File: src/hdl/dcs_pkg.sv
// package: constants and state types for the dpll control/status pin block
package dcs_pkg;

  localparam int unsigned DCS_NUM_LOOPS = 4;
  localparam int unsigned DCS_NUM_OUTS  = 8;
  localparam int unsigned DCS_STEP_W    = 32;
  localparam int unsigned DCS_NUM_EVT   = DCS_NUM_LOOPS + 1;

  // --------------------------------------------------------------------
  // pin input vector positions
  // --------------------------------------------------------------------
  localparam int unsigned DCS_PIN_RSTN = 0;
  localparam int unsigned DCS_PIN_SEL  = 1;
  localparam int unsigned DCS_PIN_SCLK = 2;
  localparam int unsigned DCS_PIN_SDA  = 3;
  localparam int unsigned DCS_PIN_CSN  = 4;
  localparam int unsigned DCS_PIN_A1   = 5;
  localparam int unsigned DCS_PIN_OEA  = 6;
  localparam int unsigned DCS_PIN_OEB  = 7;
  localparam int unsigned DCS_PIN_LS0  = 8;
  localparam int unsigned DCS_PIN_LS1  = 9;
  localparam int unsigned DCS_PIN_UP   = 10;
  localparam int unsigned DCS_PIN_DN   = 11;
  localparam int unsigned DCS_NUM_PINS = 12;

  // idle levels of the pins: pull-ups on reset, select and chip select
  localparam logic [DCS_NUM_PINS-1:0] DCS_PIN_IDLE = 12'h013;

  // --------------------------------------------------------------------
  // reset values
  // --------------------------------------------------------------------
  localparam logic                     DCS_IRQ_N_RST = 1'h1;
  localparam logic [DCS_NUM_LOOPS-1:0] DCS_LOL_N_RST = 4'h0;
  localparam logic                     DCS_LOS_N_RST = 1'h1;
  localparam logic [DCS_NUM_OUTS-1:0]  DCS_CLK_EN_RST = 8'h00;
  localparam logic [DCS_STEP_W-1:0]    DCS_OFFS_RST  = 32'h0000_0000;

  typedef enum logic [1:0] {
    DCS_MODE_I2C,
    DCS_MODE_SPI3,
    DCS_MODE_SPI4
  } dcs_mode_t;

  typedef struct packed {
    logic [DCS_NUM_PINS-1:0]                  sync1;
    logic [DCS_NUM_PINS-1:0]                  sync2;
    logic                                     sclk_prev;
    logic                                     up_prev;
    logic                                     dn_prev;
    dcs_mode_t                                mode;
    logic                                     sda_o;
    logic                                     sda_oe_n;
    logic                                     a1_o;
    logic                                     a1_oe_n;
    logic                                     sdi;
    logic                                     sclk_rise;
    logic                                     cs_act;
    logic [1:0]                               i2c_addr;
    logic [DCS_NUM_OUTS-1:0]                  clk_en;
    logic [DCS_NUM_LOOPS-1:0]                 lol_n;
    logic                                     los_n;
    logic [DCS_NUM_EVT-1:0]                   pend;
    logic                                     irq_n;
    logic [DCS_NUM_LOOPS-1:0]                 up_pulse;
    logic [DCS_NUM_LOOPS-1:0]                 dn_pulse;
    logic [DCS_NUM_LOOPS-1:0][DCS_STEP_W-1:0] offs;
  } dcs_state_t;

endpackage

File: src/hdl/dcs_pins.sv
// module: pin-level control and status logic of the quad dpll device
`timescale 1ns/10ps
module dcs_pins
  import dcs_pkg::*;
#(
  parameter int unsigned STEP_W = DCS_STEP_W
) (
  input  wire logic                              clk,
  input  wire logic                              sys_rst,
  input  wire logic                              reset_n,
  input  wire logic                              iface_sel,
  input  wire logic                              sclk,
  input  wire logic                              sda_i,
  output logic                                   sda_o,
  output logic                                   sda_oe_n,
  input  wire logic                              addr0_or_chip_select_n,
  input  wire logic                              addr1_or_data_out_i,
  output logic                                   addr1_or_data_out_o,
  output logic                                   addr1_or_data_out_oe_n,
  input  wire logic                              spi_four_wire,
  input  wire logic                              core_tx_en,
  input  wire logic                              core_tx_data,
  output logic                                   host_is_i2c,
  output logic                                   host_is_spi4,
  output logic                                   host_sdi,
  output logic                                   host_sclk_rise,
  output logic                                   host_cs_active,
  output logic [1:0]                             host_i2c_addr,
  input  wire logic                              out_enable_a_n,
  input  wire logic                              out_enable_b_n,
  input  wire logic                              oe_a_subset_en,
  input  wire logic [DCS_NUM_OUTS-1:0]           oe_a_mask,
  input  wire logic [DCS_NUM_OUTS-1:0]           oe_b_mask,
  output logic [DCS_NUM_OUTS-1:0]                out_clk_en,
  input  wire logic [DCS_NUM_LOOPS-1:0]          loop_locked,
  output logic                                   lock_lost_0_n,
  output logic                                   lock_lost_1_n,
  output logic                                   lock_lost_2_n,
  output logic                                   lock_lost_3_n,
  input  wire logic                              xtal_loss_det,
  output logic                                   xtal_signal_lost_n,
  input  wire logic [DCS_NUM_EVT-1:0]            irq_ack,
  output logic                                   irq_n,
  output logic [DCS_NUM_EVT-1:0]                 irq_pending,
  input  wire logic                              loop_select_0,
  input  wire logic                              loop_select_1,
  input  wire logic                              freq_step_up,
  input  wire logic                              freq_step_down,
  input  wire logic [STEP_W-1:0]                 step_size,
  input  wire logic [DCS_NUM_LOOPS-1:0]          controlled_osc_mode,
  output logic [DCS_NUM_LOOPS-1:0]               step_up_pulse,
  output logic [DCS_NUM_LOOPS-1:0]               step_down_pulse,
  output logic [DCS_NUM_LOOPS-1:0][STEP_W-1:0]   freq_offset_ppt
);

  dcs_state_t q;
  dcs_state_t d;
  logic [DCS_NUM_PINS-1:0] pins;
  logic [1:0]              sel;
  logic                    up_edge;
  logic                    dn_edge;
  logic [DCS_NUM_OUTS-1:0] a_gov;
  logic [DCS_NUM_OUTS-1:0] b_gov;
  logic [DCS_NUM_EVT-1:0]  evt;

  // --------------------------------------------------------------------
  // default state, loaded by the reset pin only; the async reset sets its own values
  // --------------------------------------------------------------------
  function automatic dcs_state_t dcs_defaults(input dcs_state_t s);
    dcs_state_t r;
    r          = '0;
    r.sync1    = s.sync1;
    r.sync2    = s.sync2;
    r.mode     = DCS_MODE_I2C;
    r.sda_oe_n = 1'h1;
    r.a1_oe_n  = 1'h1;
    r.clk_en   = DCS_CLK_EN_RST;
    r.lol_n    = DCS_LOL_N_RST;
    r.los_n    = DCS_LOS_N_RST;
    r.irq_n    = DCS_IRQ_N_RST;
    r.offs     = {DCS_NUM_LOOPS{DCS_OFFS_RST}};
    // edge history at the synchronised pin level so release makes no false step
    r.up_prev  = s.sync2[DCS_PIN_UP];
    r.dn_prev  = s.sync2[DCS_PIN_DN];
    r.sclk_prev = s.sync2[DCS_PIN_SCLK];
    return r;
  endfunction

  assign pins[DCS_PIN_RSTN] = reset_n;
  assign pins[DCS_PIN_SEL]  = iface_sel;
  assign pins[DCS_PIN_SCLK] = sclk;
  assign pins[DCS_PIN_SDA]  = sda_i;
  assign pins[DCS_PIN_CSN]  = addr0_or_chip_select_n;
  assign pins[DCS_PIN_A1]   = addr1_or_data_out_i;
  assign pins[DCS_PIN_OEA]  = out_enable_a_n;
  assign pins[DCS_PIN_OEB]  = out_enable_b_n;
  assign pins[DCS_PIN_LS0]  = loop_select_0;
  assign pins[DCS_PIN_LS1]  = loop_select_1;
  assign pins[DCS_PIN_UP]   = freq_step_up;
  assign pins[DCS_PIN_DN]   = freq_step_down;

  always_comb begin
    d       = q;
    d.sync1 = pins;
    d.sync2 = q.sync1;

    // ------------------------------------------------------------------
    // host interface mode and pin sharing
    // ------------------------------------------------------------------
    if (q.sync2[DCS_PIN_SEL]) begin
      d.mode = DCS_MODE_I2C;
    end else if (spi_four_wire) begin
      d.mode = DCS_MODE_SPI4;
    end else begin
      d.mode = DCS_MODE_SPI3;
    end
    d.sclk_prev = q.sync2[DCS_PIN_SCLK];
    d.sclk_rise = q.sync2[DCS_PIN_SCLK] & ~q.sclk_prev;
    d.sdi       = q.sync2[DCS_PIN_SDA];
    d.cs_act    = 1'h0;
    d.i2c_addr  = 2'h0;
    d.sda_o     = 1'h0;
    d.sda_oe_n  = 1'h1;
    d.a1_o      = 1'h0;
    d.a1_oe_n   = 1'h1;
    case (q.mode)
      DCS_MODE_I2C: begin
        // open drain: only ever pull the line low
        d.sda_oe_n = ~(core_tx_en & ~core_tx_data);
        d.i2c_addr = {q.sync2[DCS_PIN_A1], q.sync2[DCS_PIN_CSN]};
      end
      DCS_MODE_SPI3: begin
        d.cs_act   = ~q.sync2[DCS_PIN_CSN];
        d.sda_o    = core_tx_data;
        d.sda_oe_n = ~(core_tx_en & ~q.sync2[DCS_PIN_CSN]);
      end
      DCS_MODE_SPI4: begin
        d.cs_act  = ~q.sync2[DCS_PIN_CSN];
        // push-pull output while selected; data pin stays input
        d.a1_o    = core_tx_data;
        d.a1_oe_n = q.sync2[DCS_PIN_CSN];
      end
      default: begin
        d.mode = DCS_MODE_I2C;
      end
    endcase

    // ------------------------------------------------------------------
    // output enables
    // ------------------------------------------------------------------
    a_gov    = oe_a_subset_en ? oe_a_mask : {DCS_NUM_OUTS{1'h1}};
    b_gov    = oe_b_mask;
    d.clk_en = ~((a_gov & {DCS_NUM_OUTS{q.sync2[DCS_PIN_OEA]}}) |
                 (b_gov & {DCS_NUM_OUTS{q.sync2[DCS_PIN_OEB]}}));

    // ------------------------------------------------------------------
    // status pins and interrupt
    // ------------------------------------------------------------------
    d.lol_n = loop_locked;
    d.los_n = ~xtal_loss_det;
    evt     = {d.los_n ^ q.los_n, d.lol_n ^ q.lol_n};
    // a new event wins over an acknowledge in the same cycle
    d.pend  = (q.pend & ~irq_ack) | evt;
    d.irq_n = ~|d.pend;

    // ------------------------------------------------------------------
    // frequency stepping
    // ------------------------------------------------------------------
    sel       = {q.sync2[DCS_PIN_LS1], q.sync2[DCS_PIN_LS0]};
    up_edge   = q.sync2[DCS_PIN_UP] & ~q.up_prev;
    dn_edge   = q.sync2[DCS_PIN_DN] & ~q.dn_prev;
    d.up_prev = q.sync2[DCS_PIN_UP];
    d.dn_prev = q.sync2[DCS_PIN_DN];
    d.up_pulse = '0;
    d.dn_pulse = '0;
    // coincident up and down edges cancel rather than pick a winner
    if (up_edge & ~dn_edge) begin
      d.up_pulse[sel] = 1'h1;
      d.offs[sel] = DCS_STEP_W'(q.offs[sel] + step_size);
    end else if (dn_edge & ~up_edge) begin
      d.dn_pulse[sel] = 1'h1;
      d.offs[sel] = DCS_STEP_W'(q.offs[sel] - step_size);
    end

    if (!q.sync2[DCS_PIN_RSTN]) begin
      d = dcs_defaults(d);
    end
  end

  always_ff @(posedge clk or posedge sys_rst) begin
    if (sys_rst) begin
      q           <= '0;
      q.sync1     <= DCS_PIN_IDLE;
      q.sync2     <= DCS_PIN_IDLE;
      q.mode      <= DCS_MODE_I2C;
      q.sda_oe_n  <= 1'h1;
      q.a1_oe_n   <= 1'h1;
      q.clk_en    <= DCS_CLK_EN_RST;
      q.lol_n     <= DCS_LOL_N_RST;
      q.los_n     <= DCS_LOS_N_RST;
      q.irq_n     <= DCS_IRQ_N_RST;
    end else begin
      q <= d;
    end
  end

  // controlled_osc_mode only tells the loop how to read the offset
  logic unused_osc;
  assign unused_osc = ^controlled_osc_mode;

  assign sda_o                  = q.sda_o;
  assign sda_oe_n               = q.sda_oe_n;
  assign addr1_or_data_out_o    = q.a1_o;
  assign addr1_or_data_out_oe_n = q.a1_oe_n;
  assign host_is_i2c            = (q.mode == DCS_MODE_I2C);
  assign host_is_spi4           = (q.mode == DCS_MODE_SPI4);
  assign host_sdi               = q.sdi;
  assign host_sclk_rise         = q.sclk_rise;
  assign host_cs_active         = q.cs_act;
  assign host_i2c_addr          = q.i2c_addr;
  assign out_clk_en             = q.clk_en;
  assign lock_lost_0_n          = q.lol_n[0];
  assign lock_lost_1_n          = q.lol_n[1];
  assign lock_lost_2_n          = q.lol_n[2];
  assign lock_lost_3_n          = q.lol_n[3];
  assign xtal_signal_lost_n     = q.los_n;
  assign irq_n                  = q.irq_n;
  assign irq_pending            = q.pend;
  assign step_up_pulse          = q.up_pulse;
  assign step_down_pulse        = q.dn_pulse;
  assign freq_offset_ppt        = q.offs;

endmodule

File: config.mk
export PLATFORM = sky130hd
export DESIGN_NAME = dcs_pins
export DESIGN_NICKNAME = d
export VERILOG_FILES = /design/src/hdl/dcs_pkg.sv /design/src/hdl/dcs_pins.sv
export SDC_FILE = /design/constraint.sdc
export NUM_CORES = 1
export LEC_CHECK = 0
export ABC_AREA = 1
export BUFFER_PORTS_ARGS = -buffer_cell sky130_fd_sc_hd__buf_2
export CORE_MARGIN = 2
export CORE_UTILIZATION = 25
export CTS_CLUSTER_DIAMETER = 40
export DETAILED_ROUTE_END_ITERATION = 16
export PLACE_DENSITY = 0.46
export SLEW_MARGIN = 10
export SYNTH_ARGS = -nofsm -noshare
export SYNTH_HDL_FRONTEND = slang
export SYNTH_SLANG_ARGS = --single-unit
export TNS_END_PERCENT = 50
File: constraint.sdc
create_clock -name clk -period 5.9 [get_ports clk]
set_input_delay 0.885 -clock clk [delete_from_list [all_inputs] [get_ports clk]]
set_output_delay 0.885 -clock clk [all_outputs]
set_load 0.05 [all_outputs]
==> metrics.log, run 1 <==
[metrics] outcome: complete, no violations
[metrics] Worst Hold Class: reg2reg
[metrics] flip-flop and latch count after synthesis: between 150 and 200
[metrics] clock-pin slew on the worst setup and hold paths: around 0.080 ns
[metrics] cell area after synthesis: 15,190 sq um
[metrics] cell count after synthesis: 2,269
[metrics] global-route usage over all layers: ~19%
[metrics] detailed router's first-iteration violation count: roughly 920
[metrics] startpoint types: flop
[metrics] post-layout utilization of the core: roughly 28%
[metrics] Netlist cell types: 50
[metrics] most common cell after layout, fill and taps aside: nand2_1
[metrics] Slew headroom: roughly 27%
[metrics] # Max-Cap Violations: 0
[metrics] final worst hold slack: ~0.35 ns
[metrics] vias in the first global route: 14,486
[metrics] number of top-level pins: 246
[metrics] WS Path Type: reg2reg
[metrics] DRC violation count after routing: 0
[metrics] mean instance size in the synthesized netlist: 6.693 sq um
[metrics] area of the die: 62,740 sq um
[metrics] Site Rows: 90
[metrics] number of sinks handled by clock tree synthesis: roughly 190
[metrics] Data arrival, critical path: roughly 5 ns
[metrics] placer's final routability congestion estimate: 0.9467
[metrics] post-synthesis sequential area ratio: a little under a third
[metrics] max-slew violation count: 0
[metrics] kind of end point of the critical path: flop
[metrics] setup skew after layout: 0.02155 ns
[metrics] transition time of the tightest slew-check pin: ~1.1 ns
[metrics] Post-CTS Setup Repair Bufs: 0
[metrics] worst-skew pair later-pin latency: approximately 0.5 ns
[metrics] TritonCTS buffer count: 17
[metrics] post-cts hold buffer count: 0
[metrics] setup-violating endpoint count in the final report: 0
[metrics] number of warnings issued by yosys: 0
[metrics] Fmax: about 220 MHz
[metrics] maximum buffer depth of the clock tree: 2
[metrics] die height: 250.5 um
[metrics] leading cell types in the layout, fill and taps excluded: 837 x nand2_1, 277 x inv_1, 241 x buf_2, 201 x nand3_1, 183 x dfrtp_1
[metrics] total vias in the final route: between 10,000 and 15,000
[metrics] global route total overflow: 0
[metrics] leakage power of the design: 9.667 nW
[metrics] area of the placeable core: 60,250 sq um
[metrics] FILL cells: ~6,700
[metrics] RSZ-0062 raised after global routing: false
[metrics] width of the chip: ~250 um
[metrics] most used flip-flop cell after synthesis: dfrtp_1
[metrics] Final Hold Violating Endpoints: 0
[metrics] Routed WL: 59,550 um
[metrics] ratio of total power to cell area: between 200 and 250 nW/um^2
[metrics] post-DR wirelength/cell: about 19 um
[metrics] starting density of the core: about 25%
[metrics] Post-Synthesis Net Count: about 2,400
[metrics] EDFF count, synth: 0
[metrics] antenna-violating nets left: 0
[metrics] Async S/R FF share, synth: between 90% and 100%
[metrics] CP Max Fanout: 26
[metrics] HPWL after DPL: around 47,000 um
[metrics] Cell Count Post-Placement: 3,085
[metrics] required time at the endpoint of the critical path: about 6.3 ns
[metrics] Period Utilization, post-route: approximately three quarters
[metrics] post-route minimum period: 4.482 ns
[metrics] pin count of the biggest net entering global routing: 80
[metrics] net total in the final layout: between 2,000 and 2,500
[metrics] post-detailed-route via-to-cell ratio: around 4.6
[metrics] fraction of layout instances using a drive strength above 1: ~17%
[metrics] number of antenna violations at the first check in global routing: 2
[metrics] worst-case vdd ir drop: roughly 0.00022 V
[metrics] cts repair resizes: 0
[metrics] count of buffers from port buffering: between 200 and 250
[metrics] H-tree Lvls: 4
[metrics] Detailed Routing Iterations Pass 1: 5
[metrics] cell chosen for the clock root: clkbuf_16
[metrics] Total Neg Setup Slack: 0 ns
[metrics] global-route wire length before repair: roughly 90,000 um
[metrics] TritonCTS clock tree: yes
[metrics] Post-Layout Cell Count: roughly 3,100
[metrics] synth-to-layout area growth: 9.425%
[synthesized netlist by cell type (7+ instances only)]
cell type  count  area [sq um]
nand2_1      837          3142
inv_1        278          1044
nand3_1      201          1006
dfrtp_1      183          4579
buf_4        159          1194
nor2_1       106         397.9
ha_1          75         938.4
a21oi_1       49         245.2
a22oi_1       48         360.4
inv_2         41         153.9
buf_2         33         165.2
o21ai_0       27         135.1
o22ai_1       26         162.7
xor2_1        24         210.2
clkbuf_1      22         82.58
nand2_2       15         93.84
nor2_2        15         93.84
o21ai_1       13         65.06
o21bai_1      13         97.59
nand4_1       11         68.82
dfstp_2       10         262.8
buf_1          9         33.78
nor2_4         9         101.4
a211oi_1       8         60.06
nor3_1         7         35.03
o221ai_1       7         61.31
[cell families (layout without fill, tap and decap cells)]
family | Yosys count | count (layout) | share of synthesized area [%]
DFF | 193 | 193 | 31.88
AOI/OAI and AO/OA | 205 | 205 | 8.609
adders and majority gates | 77 | 77 | 6.443
buffers and inverters | 544 | 610 | 17.65
other | 0 | 1 | 0
xor gates and xnor gates | 27 | 27 | 1.656
and+or+nand+nor | 1223 | 1223 | 33.76
[stage by stage]
step / power [mW] / area, sq um / worst slack [ns]
after floorplan: 2.146 / 15190 / 2.533
after global placement: 2.375 / 16030 / 1.452
after detailed placement: 2.381 / 16030 / 1.424
after CTS: 3.616 / 16620 / 1.396
after global routing: 3.752 / 16620 / 0.9945
final: 3.560 / 16620 / 1.418
[area by class of cell]
class | count | area [sq um] | share of cell area, %
sequential | 193 | 4842 | 29.14
antenna | 1 | 2.502 | 0.01506
tap | 782 | 978.4 | 5.888
inverter | 321 | 1209 | 7.273
timing repair buffer | 257 | 1326 | 7.981
multi-input combinational | 1532 | 7677 | 46.20
clock inverter | 14 | 153.9 | 0.9261
clock buffer | 18 | 429.2 | 2.582
[where the power goes]
group	internal (mW)	leakage, nW	switching, mW
Sequential	1.38	2.57	0.0425
Clock	0.571	0.289	0.637
Combinational	0.217	6.81	0.712
[state kept, by name, indices dropped and copies added, names as in the netlist, 2 cells and up]
name / cells
step_up_pulse: 4
freq_offset_ppt: 128
host_i2c_addr: 2
out_clk_en: 8
q: 29
irq_pending: 5
step_down_pulse: 4
[worst max-delay path, stage by stage (launching register included)]
cell and delay [ns]:
dfrtp_1 0.45, nand2_1 0.47, inv_2 0.77, a21oi_1 0.17, o21a_1 0.19, ha_1 0.21
fa_1 0.44, inv_1 0.10, nand3_1 0.07, nand3_1 0.15, nand2_1 0.10, nand2_1 0.24
nand2_1 0.08, nand2_1 0.20, nand2_1 0.20, nand3_1 0.19, nand3_1 0.10, nand2_1 0.11
nand2_1 0.06, nand2_1 0.10
[path summary, 6_finish.rpt]
| kind | start | endpoint | slack (ns) | cells past startpoint |
|---|---|---|---|---|
| setup / recovery | q[177]$_DFF_PP0_ | freq_offset_ppt[28]$_DFFE_PP0P_ | 1.42 | 19 |
| max in group asynchronous | sys_rst | freq_offset_ppt[121]$_DFFE_PP0P_ | 4.16 | 3 |
| setup reg to reg | q[177]$_DFF_PP0_ | freq_offset_ppt[28]$_DFFE_PP0P_ | 1.42 | 19 |
| hold / removal | q[188]$_DFF_PP0_ | q[176]$_DFF_PP0_ | 0.35 | 0 |
| hold reg to reg | q[188]$_DFF_PP0_ | q[176]$_DFF_PP0_ | 0.35 | 0 |
| min in group asynchronous | sys_rst | freq_offset_ppt[99]$_DFFE_PP0P_ | 0.45 | 2 |
[layer usage]
metal | GRT usage [%] | vias up | share of wire [%]
li1 | - | 7033 | -
met1 | 24.51 | 6817 | 44
met2 | 32.21 | 413 | 47
met3 | 3.938 | 72 | 5.7
met4 | 6.621 | 2 | 2.6
met5 | 0 | - | 0.022
Note: power is estimated with default switching activity, not from simulation.
==> inputs of run 2 (changes only) <==
--- a/config.mk
+++ b/config.mk
@@ -11,7 +11,7 @@
 export CORE_UTILIZATION = 25
 export CTS_CLUSTER_DIAMETER = 40
 export DETAILED_ROUTE_END_ITERATION = 16
-export PLACE_DENSITY = 0.46
+export PLACE_DENSITY = 0.45
 export SLEW_MARGIN = 10
 export SYNTH_ARGS = -nofsm -noshare
 export SYNTH_HDL_FRONTEND = slang
==> constraint.sdc (replaced) <==
create_clock -name clk -period 4.37 [get_ports clk]
set_input_delay 0.6555 -clock clk [delete_from_list [all_inputs] [get_ports clk]]
set_output_delay 0.6555 -clock clk [all_outputs]
set_load 0.05 [all_outputs]
==> metrics.log, run 2 (synthesis results as in run 1) <==
[metrics] outcome: complete, no violations
[metrics] clock-pin slew on the worst setup and hold paths: ~0.09 ns
[metrics] reg-to-reg slack, setup: between 0.8 and 0.9 ns
[metrics] Post-CTS Setup Repair Bufs: 0
[metrics] worst-case vdd ir drop: approximately 0.00031 V
[metrics] placer's final routability congestion estimate: ~0.9
[metrics] startpoint of the lowest-slack register-to-register path: q[178]$_DFF_PP0_
[metrics] count of buffers from port buffering: around 240
[metrics] worst-skew pair later-pin latency: 0.52 ns
[metrics] fraction of layout instances using a drive strength above 1: around 17%
[metrics] Fmax: 281.1 MHz
[metrics] TritonCTS clock tree: yes
[metrics] global-route wire length before repair: between 90,000 and 100,000 um
[metrics] leakage power of the design: roughly 9.7 nW
[metrics] most common cell after layout, fill and taps aside: nand2_1
[metrics] required time at the endpoint of the critical path: approximately 4.8 ns
[metrics] max-slew violation count: 0
[metrics] kind of end point of the critical path: flop
[metrics] number of top-level pins: ~250
[metrics] antenna-violating nets left: 0
[metrics] Period Utilization, post-route: a little over 80%
[metrics] vias in the first global route: approximately 15,000
[metrics] # Max-Cap Violations: 0
[metrics] capture point of the worst reg-to-reg path: freq_offset_ppt[57]$_DFFE_PP0P_
[metrics] global route total overflow: 0
[metrics] cts repair resizes: 0
[metrics] WS Path Type: reg2reg
[metrics] DRC violation count after routing: 0
[metrics] global-route usage over all layers: roughly a fifth
[metrics] combined flip-flop and latch cell area: around 4800 sq um
[metrics] Final Hold Violating Endpoints: 0
[metrics] maximum buffer depth of the clock tree: 2
[metrics] destination of the worst hold path: q[185]$_DFF_PP1_
[metrics] leading cell types in the layout, fill and taps excluded: 837 x nand2_1, 277 x inv_1, 241 x buf_2, 201 x nand3_1, 183 x dfrtp_1
[metrics] post-detailed-route via-to-cell ratio: around 4.6
[metrics] number of antenna violations at the first check in global routing: 5
[metrics] transition time of the tightest slew-check pin: approximately 1.1 ns
[metrics] Routed WL: between 50,000 and 60,000 um
[metrics] TritonCTS buffer count: 17
[metrics] net total in the final layout: between 2,000 and 2,500
[metrics] Total Neg Setup Slack: 0 ns
[metrics] starting density of the core: ~25%
[metrics] RSZ-0062 raised after global routing: false
[metrics] number of sinks handled by clock tree synthesis: roughly 190
[metrics] post-cts hold buffer count: 0
[metrics] Worst Hold Class: in2reg
[metrics] area of the die: between 60,000 and 70,000 sq um
[metrics] post-route minimum period: approximately 3.6 ns
[metrics] Detailed Routing Iterations Pass 1: 6
[metrics] setup-violating endpoint count in the final report: 0
[metrics] post-DR wirelength/cell: 19.16 um
[metrics] number of flip-flops in the largest register: ~130
[metrics] pin count of the biggest net entering global routing: roughly 150
[metrics] CP Max Fanout: 41
[metrics] FILL cells: 6,654
[metrics] cell chosen for the clock root: clkbuf_16
[metrics] Data arrival, critical path: 3.95 ns
[metrics] Site Rows: 90
[metrics] width of the chip: roughly 250 um
[metrics] Slew headroom: 27.00%
[metrics] number of cells on the worst reg-to-reg path: 18
[metrics] setup skew after layout: 0.02050 ns
[metrics] area of combinational cells with multiple inputs: about 7700 sq um
[metrics] die height: roughly 250 um
[metrics] area of all placed cells without fillers: around 17,000 sq um
[metrics] HPWL after DPL: between 40,000 and 50,000 um
[metrics] detailed router's first-iteration violation count: roughly 1,100
[metrics] startpoint types: flop
[metrics] H-tree Lvls: 4
[metrics] worst min-delay path startpoint: addr0_or_chip_select_n
[metrics] Min-Delay Path Depth: 1
[metrics] ratio of total power to cell area: around 300 nW/um^2
[metrics] placed cell area: between 15,000 and 20,000 sq um
[metrics] area of the placeable core: ~60,000 sq um
[metrics] total vias in the final route: ~14,000
[metrics] synth-to-layout area growth: 10.36%
## run 2: cell types whose count changed in the layout (fill, tap and decap cells not counted), sizes merged
cell    delta
diode      +1
clkinv     +2
clkbuf     -1
inv        -1
buf        +7
## run 2: where the power goes
group | total (mW) | internal [mW] | switching [mW]
Clock | 1.77 | 0.813 | 0.959
Sequential | 1.92 | 1.86 | 0.0559
Combinational | 1.26 | 0.299 | 0.964
Total | 4.96 | 2.98 | 1.98
## run 2: worst max path at each step
| stage | startpoint | endpoint | slack, ns | depth (start not counted) |
|---|---|---|---|---|
| 2_1_floorplan | sys_rst | addr1_or_data_out_o$_DFF_PP0_ | 1.23 | 1 |
| 3_3_place_gp | q[177]$_DFF_PP0_ | freq_offset_ppt[59]$_DFFE_PP0P_ | 0.85 | 19 |
| 3_5_place_dp | q[177]$_DFF_PP0_ | freq_offset_ppt[24]$_DFFE_PP0P_ | 0.83 | 18 |
| 4_1_cts | q[177]$_DFF_PP0_ | freq_offset_ppt[55]$_DFFE_PP0P_ | 0.80 | 18 |
| 5_1_grt | q[177]$_DFF_PP0_ | freq_offset_ppt[60]$_DFFE_PP0P_ | 0.50 | 18 |
| 6_report | q[178]$_DFF_PP0_ | freq_offset_ppt[57]$_DFFE_PP0P_ | 0.81 | 18 |
## run 2: layer usage
layer | vias up | GRT usage [%] | part of all wire [%]
met2 | 340 | 32.67 | 48
li1 | 7059 | - | -
met4 | 6 | 5.868 | 2.0
met1 | 6903 | 24.67 | 45
met3 | 66 | 4.146 | 5.1
met5 | - | 0 | 0.057
## run 2: final cells by class
type	instances	area share [%]
clock buffer	17	2.538
antenna	2	0.02986
multi-input combinational	1532	45.77
sequential	193	28.89
tap	782	5.838
timing repair buffer	264	8.376
clock inverter	15	1.344
inverter	321	7.211
## run 2: per-stage QoR
step	cells	util [%]	hold WS [ns]	total power, mW	setup WS (ns)
6_report	3126	27.82	0.2255	4.956	0.8125
5_1_grt	3124	27.81	0.1947	5.218	0.4995
4_1_cts	3124	27.81	0.1883	5.028	0.8024
3_5_place_dp	3092	26.73	0.3378	3.221	0.8253
3_3_place_gp	3092	26.73	0.3316	3.210	0.8460
2_1_floorplan	2269	-	0.3312	2.898	1.232
## run 2: worst max-delay path, stage by stage, from the launching register on
cell and delay, ns:
dfrtp_1 0.42, inv_1 0.11, nor2_4 0.05, buf_12 0.19, a221oi_1 0.63, inv_1 0.16
ha_1 0.34, o21ai_0 0.30, nand3_1 0.12, nand2_1 0.15, nand2_1 0.06, nand2_1 0.20
nand2_1 0.21, nand2_1 0.12, nand2_1 0.10, nand3_1 0.08, nand2_1 0.07, nand2_1 0.06
nand2_1 0.06
